File: config.mk
export PLATFORM = sky130hd
export DESIGN_NAME = ssos_top
export DESIGN_NICKNAME = d
export VERILOG_FILES = /design/src/pkg/ssos_pkg.sv /design/src/hw/ssos_sec_timer.sv /design/src/hw/ssos_top.sv
export VERILOG_INCLUDE_DIRS = /design/src /design/src/pkg
export SDC_FILE = /design/constraint.sdc
export NUM_CORES = 1
export LEC_CHECK = 0
export ABC_AREA = 1
export ABC_CLOCK_PERIOD_IN_PS = 43200
export BUFFER_PORTS_ARGS = -buffer_cell sky130_fd_sc_hd__buf_2
export CELL_PAD_IN_SITES_DETAIL_PLACEMENT = 1
export CELL_PAD_IN_SITES_GLOBAL_PLACEMENT = 1
export CORE_MARGIN = 4
export CORE_UTILIZATION = 45
export DETAILED_ROUTE_END_ITERATION = 6
export PLACE_DENSITY_LB_ADDON = 0.08
export SYNTH_ARGS = -nofsm -noshare
export SYNTH_HDL_FRONTEND = slang
export SYNTH_SLANG_ARGS = --single-unit
File: constraint.sdc
create_clock -name clk_sys_in -period 43.2 [get_ports clk_sys_in]
set_clock_uncertainty 0.05 [all_clocks]
set_input_delay 2.16 -clock clk_sys_in [delete_from_list [all_inputs] [get_ports clk_sys_in]]
set_output_delay 2.16 -clock clk_sys_in [all_outputs]
set_load 0.005 [all_outputs]
File: src/pkg/ssos_params.svh
`ifndef SSOS_PARAMS_SVH
`define SSOS_PARAMS_SVH

// Clock rate and the one-second time base.
`define SSOS_CLK_HZ 40000000
`define SSOS_SEC_S 1

// Characters on the serial link.
`define SSOS_CH_TAB 8'h09
`define SSOS_CH_LF 8'h0a
`define SSOS_CH_CR 8'h0d
`define SSOS_CH_EXCL 8'h21
`define SSOS_CH_HASH 8'h23
`define SSOS_CH_PCT 8'h25
`define SSOS_CH_STAR 8'h2a
`define SSOS_CH_SLASH 8'h2f
`define SSOS_CH_ZERO 8'h30
`define SSOS_CH_HEXA 8'h37
`define SSOS_CH_SEMI 8'h3b
`define SSOS_CH_P 8'h50

// Field lengths in characters, last index of each.
`define SSOS_KEY_LAST 4'ha
`define SSOS_ID_LAST 4'h3
`define SSOS_NAME_LAST 4'h1
`define SSOS_VAL_LAST 4'h7

// Register byte addresses.
`define SSOS_REG_CTRL 8'h00
`define SSOS_REG_PERIOD 8'h04
`define SSOS_REG_ENABLE 8'h08
`define SSOS_REG_IDENT 8'h0c
`define SSOS_REG_STATUS 8'h10

// Control field positions and reset values.
`define SSOS_CTRL_LABEL 0
`define SSOS_CTRL_TMO_LSB 1
`define SSOS_CTRL_TMO_MSB 3
`define SSOS_CTRL_RUN 4
`define SSOS_CTRL_RST 5'h07
`define SSOS_PERIOD_RST 16'h000a
`define SSOS_ENABLE_RST 8'hff
`define SSOS_IDENT_RST 32'h0001_0001

// Inactivity timeouts in seconds, selected by the timeout code.
`define SSOS_TMO_10S 16'h000a
`define SSOS_TMO_20S 16'h0014
`define SSOS_TMO_30S 16'h001e
`define SSOS_TMO_1M 16'h003c
`define SSOS_TMO_2M 16'h0078
`define SSOS_TMO_5M 16'h012c
`define SSOS_TMO_10M 16'h0258
`define SSOS_TMO_NEVER 3'h7
`define SSOS_REVERT_S 16'h003c

// Access keys.
`define SSOS_KEY_LOW 16'h0001
`define SSOS_KEY_HIGH 16'h03e8

`endif

File: src/pkg/ssos_pkg.sv
package ssos_pkg;

  typedef enum logic [2:0] {
    SSOS_OP_OK = 3'h0,
    SSOS_OP_ERR = 3'h1,
    SSOS_OP_SAMPLE = 3'h2,
    SSOS_OP_START = 3'h3,
    SSOS_OP_STOP = 3'h4,
    SSOS_OP_PASSKEY = 3'h5,
    SSOS_OP_RESET = 3'h6
  } ssos_op_t;

  typedef struct packed {
    ssos_op_t op;
    logic [15:0] value;
  } ssos_cmd_t;

  typedef enum logic [1:0] {
    SSOS_ACC_DEF = 2'h0,
    SSOS_ACC_LOW = 2'h1,
    SSOS_ACC_HIGH = 2'h2
  } ssos_acc_t;

  typedef enum logic [3:0] {
    SSOS_M_IDLE = 4'h0,
    SSOS_M_KEY = 4'h1,
    SSOS_M_PROD = 4'h2,
    SSOS_M_SER = 4'h3,
    SSOS_M_SCAN = 4'h4,
    SSOS_M_NAME = 4'h5,
    SSOS_M_VAL = 4'h6,
    SSOS_M_TAB = 4'h7,
    SSOS_M_CR = 4'h8,
    SSOS_M_LF = 4'h9
  } ssos_mst_t;

endpackage

File: src/hw/ssos_sec_timer.sv
`timescale 1ns/1ps
`default_nettype none
// Down counter in whole seconds; a load restarts it and wins over the tick.
module ssos_sec_timer #(
  parameter int W = 16
) (
  // Clock and reset
  input wire logic clk_sys_in,
  input wire logic reset_in,
  // Control
  input wire logic tick_in,
  input wire logic load_in,
  input wire logic stop_in,
  input wire logic [W-1:0] value_in,
  // Status
  output logic expire_out,
  output logic active_out
);

  logic [W-1:0] cnt;

  // A zero load counts as one second so the timer can never hang.
  always_ff @(posedge clk_sys_in or posedge reset_in) begin
    if (reset_in) begin
      cnt <= '0;
      active_out <= 1'b0;
      expire_out <= 1'b0;
    end else begin
      expire_out <= 1'b0;
      if (stop_in) begin
        active_out <= 1'b0;
      end else if (load_in) begin
        cnt <= (value_in == '0) ? {{(W-1){1'b0}}, 1'b1} : value_in;
        active_out <= 1'b1;
      end else if (tick_in && active_out) begin
        if (cnt == {{(W-1){1'b0}}, 1'b1}) begin
          expire_out <= 1'b1;
          active_out <= 1'b0;
        end else begin
          cnt <= cnt - {{(W-1){1'b0}}, 1'b1};
        end
      end
    end
  end

endmodule
`default_nettype wire

File: src/hw/ssos_top.sv
// Strobed register access and the register addresses were decided locally.
`timescale 1ns/1ps
`default_nettype none
`include "ssos_params.svh"
// Behaviour
// RULE1: Sample on command or interval timer expiry.
// RULE2: Only enabled parameters appear in string.
// RULE3: Label on: MEASUREMENT, product, serial first.
// RULE4: Label off: no keyword, no names.
// RULE5: Every field followed by a tab.
// RULE6: String ends with carriage return, line feed.
// RULE7: Comment lines dropped without any answer.
// RULE8: Interface asleep after reset unless never-sleep.
// RULE9: Any received character wakes the interface.
// RULE10: Sleep after selected input inactivity timeout.
// RULE11: Send percent sign on going to sleep. Code: only on inactivity timeout, not on the reset command.
// RULE12: Send exclamation mark after waking.
// RULE13: Never-sleep keeps interface permanently awake.
// RULE14: Indicators are bare, no line ending.
// RULE15: Key change by set command, acknowledged.
// RULE16: Hash or asterisk answer, then line ending.
// RULE17: Host ends lines with CRLF; case free.
// RULE18: Access level reverts after inactivity.
// RULE19: Interval timer reloads period after expiry.
module ssos_top #(
  parameter int N_PARAMS = 8,
  parameter int SEC_CYCLES = `SSOS_CLK_HZ * `SSOS_SEC_S
) (
  // Clock and reset
  input wire logic clk_sys_in,
  input wire logic reset_in,
  // Register port
  input wire logic [7:0] addr_in,
  input wire logic [31:0] wdata_in,
  input wire logic wr_in,
  input wire logic rd_in,
  output logic [31:0] rdata_out,
  // Serial characters in and out
  input wire logic rx_valid_in,
  input wire logic [7:0] rx_data_in,
  output logic tx_valid_out,
  output logic [7:0] tx_data_out,
  input wire logic tx_ready_in,
  // Command parser link
  output logic line_valid_out,
  output logic [7:0] line_data_out,
  input wire logic cmd_valid_in,
  input wire ssos_pkg::ssos_cmd_t cmd_in,
  // Measurement link
  output logic sample_start_out,
  input wire logic [N_PARAMS-1:0][31:0] param_value_in
);

  localparam int PW = $clog2(N_PARAMS + 1);

  logic [4:0] ctrl;
  logic [15:0] period;
  logic [N_PARAMS-1:0] enable;
  logic [31:0] ident;
  logic awake, ind_pend, sample_pend, at_line_start, in_comment;
  logic [7:0] ind_ch, ans_ch;
  logic [1:0] ans_step;
  logic [31:0] sec_cnt;
  logic sec_tick, inact_exp, ival_exp, ival_active, run_d;
  ssos_pkg::ssos_acc_t access;
  ssos_pkg::ssos_mst_t mstate, after_tab;
  logic [3:0] fld;
  logic [PW-1:0] par_idx;
  logic [N_PARAMS-1:0][31:0] vals;
  logic [7:0] meas_char;
  logic meas_has, tx_free, ld_ind, ld_ans, meas_take, meas_start;
  logic [15:0] tmo_secs;

  wire logic never = (ctrl[`SSOS_CTRL_TMO_MSB:`SSOS_CTRL_TMO_LSB] == `SSOS_TMO_NEVER);
  wire logic label = ctrl[`SSOS_CTRL_LABEL];
  wire logic run = ctrl[`SSOS_CTRL_RUN];
  wire logic cmd_ok = cmd_valid_in && awake;
  wire logic is_cmt = (rx_data_in == `SSOS_CH_SLASH) || (rx_data_in == `SSOS_CH_SEMI);
  wire logic par_end = (par_idx == PW'(N_PARAMS));

  function automatic logic [7:0] hex_char(input logic [3:0] nib);
    hex_char = (nib < 4'ha) ? (`SSOS_CH_ZERO + {4'h0, nib}) : (`SSOS_CH_HEXA + {4'h0, nib});
  endfunction

  function automatic logic [7:0] key_char(input logic [3:0] i);
    logic [87:0] key;
    key = "MEASUREMENT";
    key_char = key[8 * (4'ha - i) +: 8];
  endfunction

  // Timeout code to seconds; never-sleep uses the access revert period.
  always_comb begin
    case (ctrl[`SSOS_CTRL_TMO_MSB:`SSOS_CTRL_TMO_LSB])
      3'h0: tmo_secs = `SSOS_TMO_10S;
      3'h1: tmo_secs = `SSOS_TMO_20S;
      3'h2: tmo_secs = `SSOS_TMO_30S;
      3'h3: tmo_secs = `SSOS_TMO_1M;
      3'h4: tmo_secs = `SSOS_TMO_2M;
      3'h5: tmo_secs = `SSOS_TMO_5M;
      3'h6: tmo_secs = `SSOS_TMO_10M;
      default: tmo_secs = `SSOS_REVERT_S; // RULE18
    endcase
  end

  // Software registers; start and stop commands also steer the run bit.
  always_ff @(posedge clk_sys_in or posedge reset_in) begin
    if (reset_in) begin
      ctrl <= `SSOS_CTRL_RST;
      period <= `SSOS_PERIOD_RST;
      enable <= N_PARAMS'(`SSOS_ENABLE_RST);
      ident <= `SSOS_IDENT_RST;
    end else begin
      if (wr_in) begin
        if (addr_in == `SSOS_REG_CTRL) begin
          ctrl <= wdata_in[4:0];
        end else if (addr_in == `SSOS_REG_PERIOD) begin
          period <= wdata_in[15:0];
        end else if (addr_in == `SSOS_REG_ENABLE) begin
          enable <= wdata_in[N_PARAMS-1:0];
        end else if (addr_in == `SSOS_REG_IDENT) begin
          ident <= wdata_in;
        end
      end
      if (cmd_ok && cmd_in.op == ssos_pkg::SSOS_OP_START) begin
        ctrl[`SSOS_CTRL_RUN] <= 1'b1;
      end else if (cmd_ok && cmd_in.op == ssos_pkg::SSOS_OP_STOP) begin
        ctrl[`SSOS_CTRL_RUN] <= 1'b0;
      end
    end
  end

  // Read data stand one cycle after the strobe; unmapped addresses read zero.
  always_ff @(posedge clk_sys_in or posedge reset_in) begin
    if (reset_in) begin
      rdata_out <= 32'h0;
    end else if (rd_in) begin
      if (addr_in == `SSOS_REG_CTRL) begin
        rdata_out <= {27'h0, ctrl};
      end else if (addr_in == `SSOS_REG_PERIOD) begin
        rdata_out <= {16'h0, period};
      end else if (addr_in == `SSOS_REG_ENABLE) begin
        rdata_out <= 32'(enable);
      end else if (addr_in == `SSOS_REG_IDENT) begin
        rdata_out <= ident;
      end else if (addr_in == `SSOS_REG_STATUS) begin
        rdata_out <= {27'h0, run, (mstate != ssos_pkg::SSOS_M_IDLE), access, awake};
      end else begin
        rdata_out <= 32'h0;
      end
    end else begin
      rdata_out <= 32'h0;
    end
  end

  // One-second time base shared by both timers.
  always_ff @(posedge clk_sys_in or posedge reset_in) begin
    if (reset_in) begin
      sec_cnt <= 32'h0;
      sec_tick <= 1'b0;
    end else begin
      sec_tick <= (sec_cnt == 32'(SEC_CYCLES - 1));
      sec_cnt <= (sec_cnt == 32'(SEC_CYCLES - 1)) ? 32'h0 : sec_cnt + 32'h1;
    end
  end

  // Inactivity timer restarts on every received character.
  ssos_sec_timer #(.W(16)) u_inact (
    .clk_sys_in(clk_sys_in),
    .reset_in(reset_in),
    .tick_in(sec_tick),
    .load_in(rx_valid_in), // RULE10
    .stop_in(1'b0),
    .value_in(tmo_secs),
    .expire_out(inact_exp),
    .active_out()
  );

  // Interval timer starts when running begins and reloads on each expiry.
  always_ff @(posedge clk_sys_in or posedge reset_in) begin
    if (reset_in) begin
      run_d <= 1'b0;
    end else begin
      run_d <= run;
    end
  end

  ssos_sec_timer #(.W(16)) u_ival (
    .clk_sys_in(clk_sys_in),
    .reset_in(reset_in),
    .tick_in(sec_tick),
    .load_in(run && (!run_d || ival_exp)), // RULE19
    .stop_in(!run),
    .value_in(period),
    .expire_out(ival_exp),
    .active_out(ival_active)
  );

  // Sleep state; never-sleep overrides everything else.
  always_ff @(posedge clk_sys_in or posedge reset_in) begin
    if (reset_in) begin
      awake <= 1'b0; // RULE8
    end else if (never) begin
      awake <= 1'b1; // RULE13
    end else if (cmd_ok && cmd_in.op == ssos_pkg::SSOS_OP_RESET) begin
      awake <= 1'b0; // RULE8
    end else if (inact_exp) begin
      awake <= 1'b0; // RULE10
    end else if (rx_valid_in && !awake) begin
      awake <= 1'b1; // RULE9
    end
  end

  // Indicators; a new event wins over the clear by the transmitter.
  always_ff @(posedge clk_sys_in or posedge reset_in) begin
    if (reset_in) begin
      ind_pend <= 1'b0;
      ind_ch <= `SSOS_CH_EXCL;
    end else if (!never && rx_valid_in && !awake) begin
      ind_pend <= 1'b1;
      ind_ch <= `SSOS_CH_EXCL; // RULE12
    end else if (!never && inact_exp && awake) begin
      ind_pend <= 1'b1;
      ind_ch <= `SSOS_CH_PCT; // RULE11
    end else if (ld_ind) begin
      ind_pend <= 1'b0;
    end
  end

  // Access level follows the key command and reverts on inactivity.
  always_ff @(posedge clk_sys_in or posedge reset_in) begin
    if (reset_in) begin
      access <= ssos_pkg::SSOS_ACC_DEF;
    end else if (cmd_ok && cmd_in.op == ssos_pkg::SSOS_OP_PASSKEY) begin
      if (cmd_in.value == `SSOS_KEY_HIGH) begin
        access <= ssos_pkg::SSOS_ACC_HIGH; // RULE15
      end else if (cmd_in.value == `SSOS_KEY_LOW) begin
        access <= ssos_pkg::SSOS_ACC_LOW;
      end else begin
        access <= ssos_pkg::SSOS_ACC_DEF;
      end
    end else if (inact_exp) begin
      access <= ssos_pkg::SSOS_ACC_DEF; // RULE18
    end
  end

  // Comment filter; the waking character is swallowed so it cannot corrupt a line.
  always_ff @(posedge clk_sys_in or posedge reset_in) begin
    if (reset_in) begin
      at_line_start <= 1'b1;
      in_comment <= 1'b0;
      line_valid_out <= 1'b0;
      line_data_out <= 8'h0;
    end else begin
      line_valid_out <= 1'b0;
      if (rx_valid_in && awake) begin
        line_data_out <= rx_data_in;
        line_valid_out <= !(in_comment || (at_line_start && is_cmt)); // RULE7
        at_line_start <= (rx_data_in == `SSOS_CH_LF); // RULE17
        if (rx_data_in == `SSOS_CH_LF) begin
          in_comment <= 1'b0;
        end else if (at_line_start && is_cmt) begin
          in_comment <= 1'b1; // RULE7
        end
      end
    end
  end

  // Command answers: hash or asterisk, then carriage return and line feed.
  always_ff @(posedge clk_sys_in or posedge reset_in) begin
    if (reset_in) begin
      ans_step <= 2'h0;
      ans_ch <= `SSOS_CH_HASH;
    end else if (cmd_ok && cmd_in.op != ssos_pkg::SSOS_OP_SAMPLE) begin
      ans_step <= 2'h1;
      if (cmd_in.op == ssos_pkg::SSOS_OP_ERR) begin
        ans_ch <= `SSOS_CH_STAR; // RULE16
      end else if (cmd_in.op == ssos_pkg::SSOS_OP_PASSKEY &&
                   cmd_in.value != `SSOS_KEY_HIGH && cmd_in.value != `SSOS_KEY_LOW) begin
        ans_ch <= `SSOS_CH_STAR;
      end else begin
        ans_ch <= `SSOS_CH_HASH; // RULE16
      end
    end else if (ld_ans) begin
      ans_step <= ans_step + 2'h1;
    end
  end

  // A sample request waits while another string is going out.
  always_ff @(posedge clk_sys_in or posedge reset_in) begin
    if (reset_in) begin
      sample_pend <= 1'b0;
    end else if ((cmd_ok && cmd_in.op == ssos_pkg::SSOS_OP_SAMPLE) || ival_exp) begin
      sample_pend <= 1'b1; // RULE1
    end else if (meas_start) begin
      sample_pend <= 1'b0;
    end
  end

  assign meas_start = (mstate == ssos_pkg::SSOS_M_IDLE) && sample_pend && !ind_pend &&
                      (ans_step == 2'h0);

  // Character of the current output field.
  always_comb begin
    meas_has = 1'b1;
    case (mstate)
      ssos_pkg::SSOS_M_KEY: meas_char = key_char(fld);
      ssos_pkg::SSOS_M_PROD: meas_char = hex_char(ident[4 * (3 - fld) +: 4]);
      ssos_pkg::SSOS_M_SER: meas_char = hex_char(ident[16 + 4 * (3 - fld) +: 4]);
      ssos_pkg::SSOS_M_NAME: meas_char = (fld == 4'h0) ? `SSOS_CH_P :
                                         (`SSOS_CH_ZERO + 8'(par_idx));
      ssos_pkg::SSOS_M_VAL: meas_char = hex_char(vals[par_idx[PW-2:0]][4 * (7 - fld) +: 4]);
      ssos_pkg::SSOS_M_TAB: meas_char = `SSOS_CH_TAB; // RULE5
      ssos_pkg::SSOS_M_CR: meas_char = `SSOS_CH_CR; // RULE6
      ssos_pkg::SSOS_M_LF: meas_char = `SSOS_CH_LF; // RULE6
      default: begin
        meas_char = 8'h0;
        meas_has = 1'b0;
      end
    endcase
  end

  // Transmit arbitration; indicators and answers never split a string.
  assign tx_free = !tx_valid_out || tx_ready_in;
  assign ld_ind = tx_free && ind_pend && (mstate == ssos_pkg::SSOS_M_IDLE) && (ans_step == 2'h0);
  assign ld_ans = tx_free && !ld_ind && (ans_step != 2'h0) && (mstate == ssos_pkg::SSOS_M_IDLE);
  assign meas_take = tx_free && !ld_ind && !ld_ans && meas_has;

  always_ff @(posedge clk_sys_in or posedge reset_in) begin
    if (reset_in) begin
      tx_valid_out <= 1'b0;
      tx_data_out <= 8'h0;
    end else if (tx_free) begin
      tx_valid_out <= ld_ind || ld_ans || meas_take;
      if (ld_ind) begin
        tx_data_out <= ind_ch; // RULE14
      end else if (ld_ans) begin
        tx_data_out <= (ans_step == 2'h1) ? ans_ch :
                       (ans_step == 2'h2) ? `SSOS_CH_CR : `SSOS_CH_LF; // RULE16
      end else if (meas_take) begin
        tx_data_out <= meas_char;
      end
    end
  end

  // Output string sequencer.
  always_ff @(posedge clk_sys_in or posedge reset_in) begin
    if (reset_in) begin
      mstate <= ssos_pkg::SSOS_M_IDLE;
      after_tab <= ssos_pkg::SSOS_M_IDLE;
      fld <= 4'h0;
      par_idx <= '0;
      vals <= '0;
      sample_start_out <= 1'b0;
    end else begin
      sample_start_out <= meas_start;
      case (mstate)
        ssos_pkg::SSOS_M_IDLE: begin
          if (meas_start) begin
            vals <= param_value_in;
            fld <= 4'h0;
            par_idx <= '0;
            mstate <= label ? ssos_pkg::SSOS_M_KEY : ssos_pkg::SSOS_M_PROD; // RULE3 RULE4
          end
        end
        ssos_pkg::SSOS_M_SCAN: begin
          fld <= 4'h0;
          if (par_end) begin
            mstate <= ssos_pkg::SSOS_M_CR;
          end else if (enable[par_idx[PW-2:0]]) begin
            mstate <= label ? ssos_pkg::SSOS_M_NAME : ssos_pkg::SSOS_M_VAL; // RULE4
          end else begin
            par_idx <= par_idx + PW'(1); // RULE2
          end
        end
        default: begin
          if (meas_take) begin
            fld <= fld + 4'h1;
            case (mstate)
              ssos_pkg::SSOS_M_KEY: if (fld == `SSOS_KEY_LAST) begin
                mstate <= ssos_pkg::SSOS_M_TAB;
                after_tab <= ssos_pkg::SSOS_M_PROD;
              end
              ssos_pkg::SSOS_M_PROD: if (fld == `SSOS_ID_LAST) begin
                mstate <= ssos_pkg::SSOS_M_TAB;
                after_tab <= ssos_pkg::SSOS_M_SER;
              end
              ssos_pkg::SSOS_M_SER: if (fld == `SSOS_ID_LAST) begin
                mstate <= ssos_pkg::SSOS_M_TAB;
                after_tab <= ssos_pkg::SSOS_M_SCAN;
              end
              ssos_pkg::SSOS_M_NAME: if (fld == `SSOS_NAME_LAST) begin
                mstate <= ssos_pkg::SSOS_M_TAB;
                after_tab <= ssos_pkg::SSOS_M_VAL;
              end
              ssos_pkg::SSOS_M_VAL: if (fld == `SSOS_VAL_LAST) begin
                mstate <= ssos_pkg::SSOS_M_TAB;
                after_tab <= ssos_pkg::SSOS_M_SCAN;
                par_idx <= par_idx + PW'(1);
              end
              ssos_pkg::SSOS_M_TAB: begin
                mstate <= after_tab; // RULE5
                fld <= 4'h0;
              end
              ssos_pkg::SSOS_M_CR: mstate <= ssos_pkg::SSOS_M_LF; // RULE6
              default: mstate <= ssos_pkg::SSOS_M_IDLE;
            endcase
          end
        end
      endcase
    end
  end
endmodule
`default_nettype wire

# After elaboration in Yosys (flattened, before gate mapping)
# Index checks and enable logic that the tools add are counted.
[totals]
ff_bits = 479
input_bits = 330
out_inout_bits = 51
wordCells = 319
[classes]
add_sub_neg = 17
n_lt_le_gt_ge = 4
n_eq_ne = 60
shifts = 4
n_mux = 99
n_bitwise = 4
n_reduce_logical = 90
[op_table]
columns = ["op", "count"]
rows = [
  ["two-way mux 32 bit", 7],
  ["two-way mux 16 bit", 7],
  ["variable part select 32 x 33 -> 4 bit", 3],
  ["binary-select mux 32 bit (select 3 bit)", 1],
  ["two-way mux 4 bit", 23],
  ["variable part select 88 x 33 -> 8 bit (first input constant)", 1],
  ["one-hot mux 8 bit (8 select lines)", 1],
  ["one-hot mux 10 bit (6 select lines)", 1],
  ["adder 6 x 4 -> 7 bit (first input constant)", 7],
  ["== test 16 x 1 -> 1 bit (second input constant)", 3],
  ["two-way mux 8 bit", 6],
  ["adder 32 x 1 -> 32 bit (second input constant)", 1],
  ["== test 32 x 26 -> 1 bit (second input constant)", 1],
  ["logical NOT 16 bit", 2],
  ["subtractor 16 x 1 -> 16 bit (second input constant)", 2],
  ["two-way mux 1 bit", 31],
  ["logical AND 1 bit", 30],
  ["two-way mux 7 bit", 4],
  ["== test 8 x 4 -> 1 bit (second input constant)", 3],
  ["one-hot mux 4 bit (2 select lines)", 3],
  ["one-hot mux 4 bit (6 select lines)", 1],
  ["== test 3 bit (second input constant)", 7],
  ["nonzero test 3 bit", 7],
  ["== test 4 x 3 -> 1 bit (second input constant)", 5],
  ["53 further kinds", 121],
]

# Depth between registers and ports, before layout
[logic_depth]
depth_word = 15
mapped_depth = 21
depth_no_buf = 19

# By module
# A second synthesis with hierarchy kept.
[hier_totals]
hier_cells = 3017
hier_area_um2 = 23927.9
[modules_own_cells]
columns = ["module", "instances", "cells_per_inst", "area_per_inst_um2"]
rows = [
  ["ssos_top", 1, 2569, 21027.7],
  ["ssos_sec_timer", 2, 224, 1450.1],
]

# Least setup slack after synthesis
# No wires, ideal clock.
[synth_path]
kind = "input-to-reg"
startpoint = "input port addr_in[5]"
endpoint = "register ident[31]"
setup_time_ps = 125
t_arrival_ps = 3537
required_ps = 43025
slack_ps = 39489
cell_stages = 8
path_cell_list = "nor3_2 > nand2_1 > nor4_2 > inv_1 > nand2_1 > nor3_1 > nand2_2 > mux2_2"
[synth_via]
elab_chain_cells = 3
[synth_rtl]
columns = ["item", "line", "rtl"]
rows = [
  ["start, declared", "ssos_top.sv:33", "input wire logic [7:0] addr_in,"],
  ["== test 8 x 4 -> 1 bit (no line) (tied with other cells)", "--", ""],
  ["inverter 1 bit (no line)", "--", ""],
  ["AND reduction 5 bit (no line) *", "--", ""],
  ["end signal, assigned", "ssos_top.sv:111", "ident <= `SSOS_IDENT_RST;"],
  ["end signal, assigned", "ssos_top.sv:121", "ident <= wdata_in;"],
  ["end, declared", "ssos_top.sv:59", "logic [31:0] ident;"],
]
# Mark *: on every way between the ends. The rest lies on a longest branch, timed or not.
# A chain may end at the register's enable or synchronous reset.

# Worst setup path after layout
# Ends and elaborated chain as after synthesis.

==> results.json <==
{
  "io_buffers": 379,
  "grt_pass1_wl_mm": 129.6,
  "vias_per_cell": 5.374,
  "synthCells": 3129,
  "cts_buffers": 53,
  "slew_headroom_pct": 10.89,
  "insertion_delay_ns": 0.60,
  "finalCritPeriodShare_pct": 10.46,
  "start_util_pct": 45.57,
  "path_cells": "buf_2 -> nor3_2 -> nand2_1 -> nor2_1 -> inv_1 -> nor2_2 -> inv_2 -> nand2_1 -> nor3_1 -> nand2_2 -> buf_4 -> mux2_2",
  "clk_root_buffer_cell": "clkbuf_16",
  "synth_area_um2": 23480,
  "fp.dieH_um": 236.4,
  "diodes": 0,
  "cp_max_fo": 63,
  "core_area_um2": 51510,
  "die_w_um": 236.4,
  "clk_pin_slew_ns": 0.06,
  "route.antenna.remaining_nets": 0,
  "end_kind": "flip-flop",
  "yosys_most_used_dff": "dfrtp_1",
  "overflow": 0,
  "ctsHoldBuffers": 0,
  "avgSynthCellArea_um2": 7.502,
  "power_leakage_nw": 13.96,
  "hold_viol": 0,
  "max_stage_delay_ns": 0.62,
  "worstPathArrival_ns": 4.95,
  "rsz0062_at_grt": "no",
  "fin_setup_tns_ns": 0,
  "htreeDepth": 2,
  "final_net_count": 3785,
  "max-clock-path-buffers": 3,
  "area_growth_pct": 16.66,
  "grt_max_degree": 240,
  "synth_top_area_share_pct": 47.65,
  "synth_top_area_cell": "dfrtp_1",
  "worst_pin_slew_ns": 1.337,
  "max-vdd-ir-drop_uv": 26.68,
  "crit_required_ns": 43.63,
  "async_flop_share_pct": 100.0,
  "track_usage_pct": 28.54,
  "outcome": "completed",
  "ys_types": 58,
  "crit_type": "in -> reg",
  "drc_errors": 0,
  "grt_pass1_vias": 23620,
  "stdcell_area_um2": 27390,
  "slew_violations": 0,
  "power.density_nw_per_um2": 36.25,
  "final_cell_mix": "1354 x nand2_1, 445 x dfrtp_1, 379 x buf_2",
  "synth_seq_cells": 464,
  "path_buf_inv": 4,
  "ys_warn_count": 0,
  "dieArea_um2": 55890,
  "post_cts.repair.setup_buffers": 0,
  "placed_cell_area_um2": 25630,
  "routabilityCongestion": 0.9263,
  "synthTopCellsByArea": "dfrtp_1 48%, nand2_1 22%, nand3_1 4.7%",
  "rows": 83,
  "ios": 381,
  "drv_cap": 0,
  "cp_slowest_cell": "nand2_1",
  "ys_seq_area_share_pct": 49.55,
  "wl_per_cell_um": 19.61,
  "cpMostUsedCell": "nand2_1",
  "dr.pass1.iters": 5,
  "cts_tree": "done",
  "finalWirelength_mm": 81.57,
  "drive_above_1_share_pct": 15.49,
  "fin_crit_ns": 4.517,
  "synth_edf_count": 0,
  "final_common_cell": "nand2_1",
  "hold-worst-slack_ns": 0.4217,
  "fmax_mhz": 221.4,
  "drtIter0Drc": 1587,
  "path_delay_family": "simple AND/OR/NAND/NOR gates",
  "cts_num_sinks": 464,
  "worst_setup_path_start_kind": "input port",
  "syn_nets": 3478,
  "antenna_found_initial": 0,
  "min_path_type": "reg -> reg",
  "dp_hpwl_mm": 57.81,
  "vias": 22360,
  "final-setup-viol-count": 0,
  "cts_resized": 0
}
[stage by stage]
step / setup WS [ns] / cells / power [mW] / util, %
after CTS: 38.77 / 4160 / 1.001 / 53.17
final: 38.68 / 4160 / 0.9927 / 53.17
after global routing: 38.46 / 4160 / 1.032 / 53.17
after floorplan: 28.08 / 3129 / 0.5059 / -
after global placement: 38.27 / 4061 / 0.5403 / 49.77
after detailed placement: 38.11 / 4061 / 0.5445 / 49.77
[kinds of logic after synthesis]
kind of cell / count (synthesis) / synth area share [%]
buf+inv: 395 / 7.243
xor+xnor: 27 / 1.007
flops: 464 / 49.55
simple gates: 1871 / 32.66
mux: 1 / 0.04797
fa+ha+maj: 19 / 1.013
other cells: 1 / 0.01597
compound gates: 351 / 8.464
[routing by layer]
metal / vias to the layer above / track usage, % / wire (um)
met5: - / 0 / 0
met4: 0 / 7.148 / 1843
met3: 115 / 5.156 / 5126
met2: 597 / 44.75 / 36930
met1: 11070 / 41.32 / 37670
li1: 10580 / - / -
[path summary, 6_finish.rpt]
path,start,endpoint,slack (ns),cells past startpoint
worst min-delay path,sec_cnt[0],sec_cnt[0],0.42,1
worst max-delay path,addr_in[5],ident[31],38.68,12
max in group asynchronous,reset_in,par_idx[1],39.07,4
worst min register to register,sec_cnt[0],sec_cnt[0],0.42,1
worst max register to register,par_idx[0],tx_data_out[0],39.18,19
min in group asynchronous,reset_in,sample_start_out,1.59,2
[state kept, by name (all words and copies together) (netlist names), 16 cells and up]
name / count
rdata_out: 32
vals: 256
u_ival.cnt: 16
sec_cnt: 32
u_inact.cnt: 16
period: 16
ident: 32
[final cells by class]
type | count | area, um2
fillers | 6615 | 24120
clock inverters | 7 | 96.34
inverters | 253 | 967.2
well taps | 680 | 850.8
repair buffers | 394 | 2034
multi-input cells | 2270 | 10140
clock buffers | 92 | 1655
flip-flops and latches | 464 | 11640
[worst register-to-register path: stages, from the launching register on]
cell	delay [ns]
dfrtp_4	0.79
inv_4	0.72
buf_4	0.70
nand2_1	0.18
nand3_1	0.18
nand2_1	0.09
a21oi_1	0.13
nand2_1	0.07
nand3_1	0.09
nand3_1	0.09
nand2_1	0.13
nand2_1	0.10
inv_1	0.10
nand2_2	0.09
nand2_1	0.07
nand2_1	0.05
nand2_1	0.07
nand3_1	0.09
nand2_1	0.08
inv_1	0.03
[cells in the mapped netlist (19+ instances only)]
| cell type | n |
|---|---|
| nand3_1 | 220 |
| dfrtp_1 | 447 |
| buf_2 | 57 |
| nor2_1 | 161 |
| nand2_1 | 1354 |
| a21oi_1 | 97 |
| xor2_1 | 24 |
| nor3_1 | 52 |
| o21ai_0 | 169 |
| nand4_1 | 27 |
| clkbuf_1 | 50 |
| inv_1 | 236 |
| ha_1 | 19 |
| nor4_1 | 26 |
[power by group]
| group | switching [mW] | internal (mW) | total, mW |
|---|---|---|---|
| Clock | 0.185 | 0.270 | 0.455 |
| Combinational | 0.0514 | 0.0280 | 0.0794 |
| Sequential | 0.0107 | 0.447 | 0.458 |
Note: power is estimated with default switching activity, not from simulation.
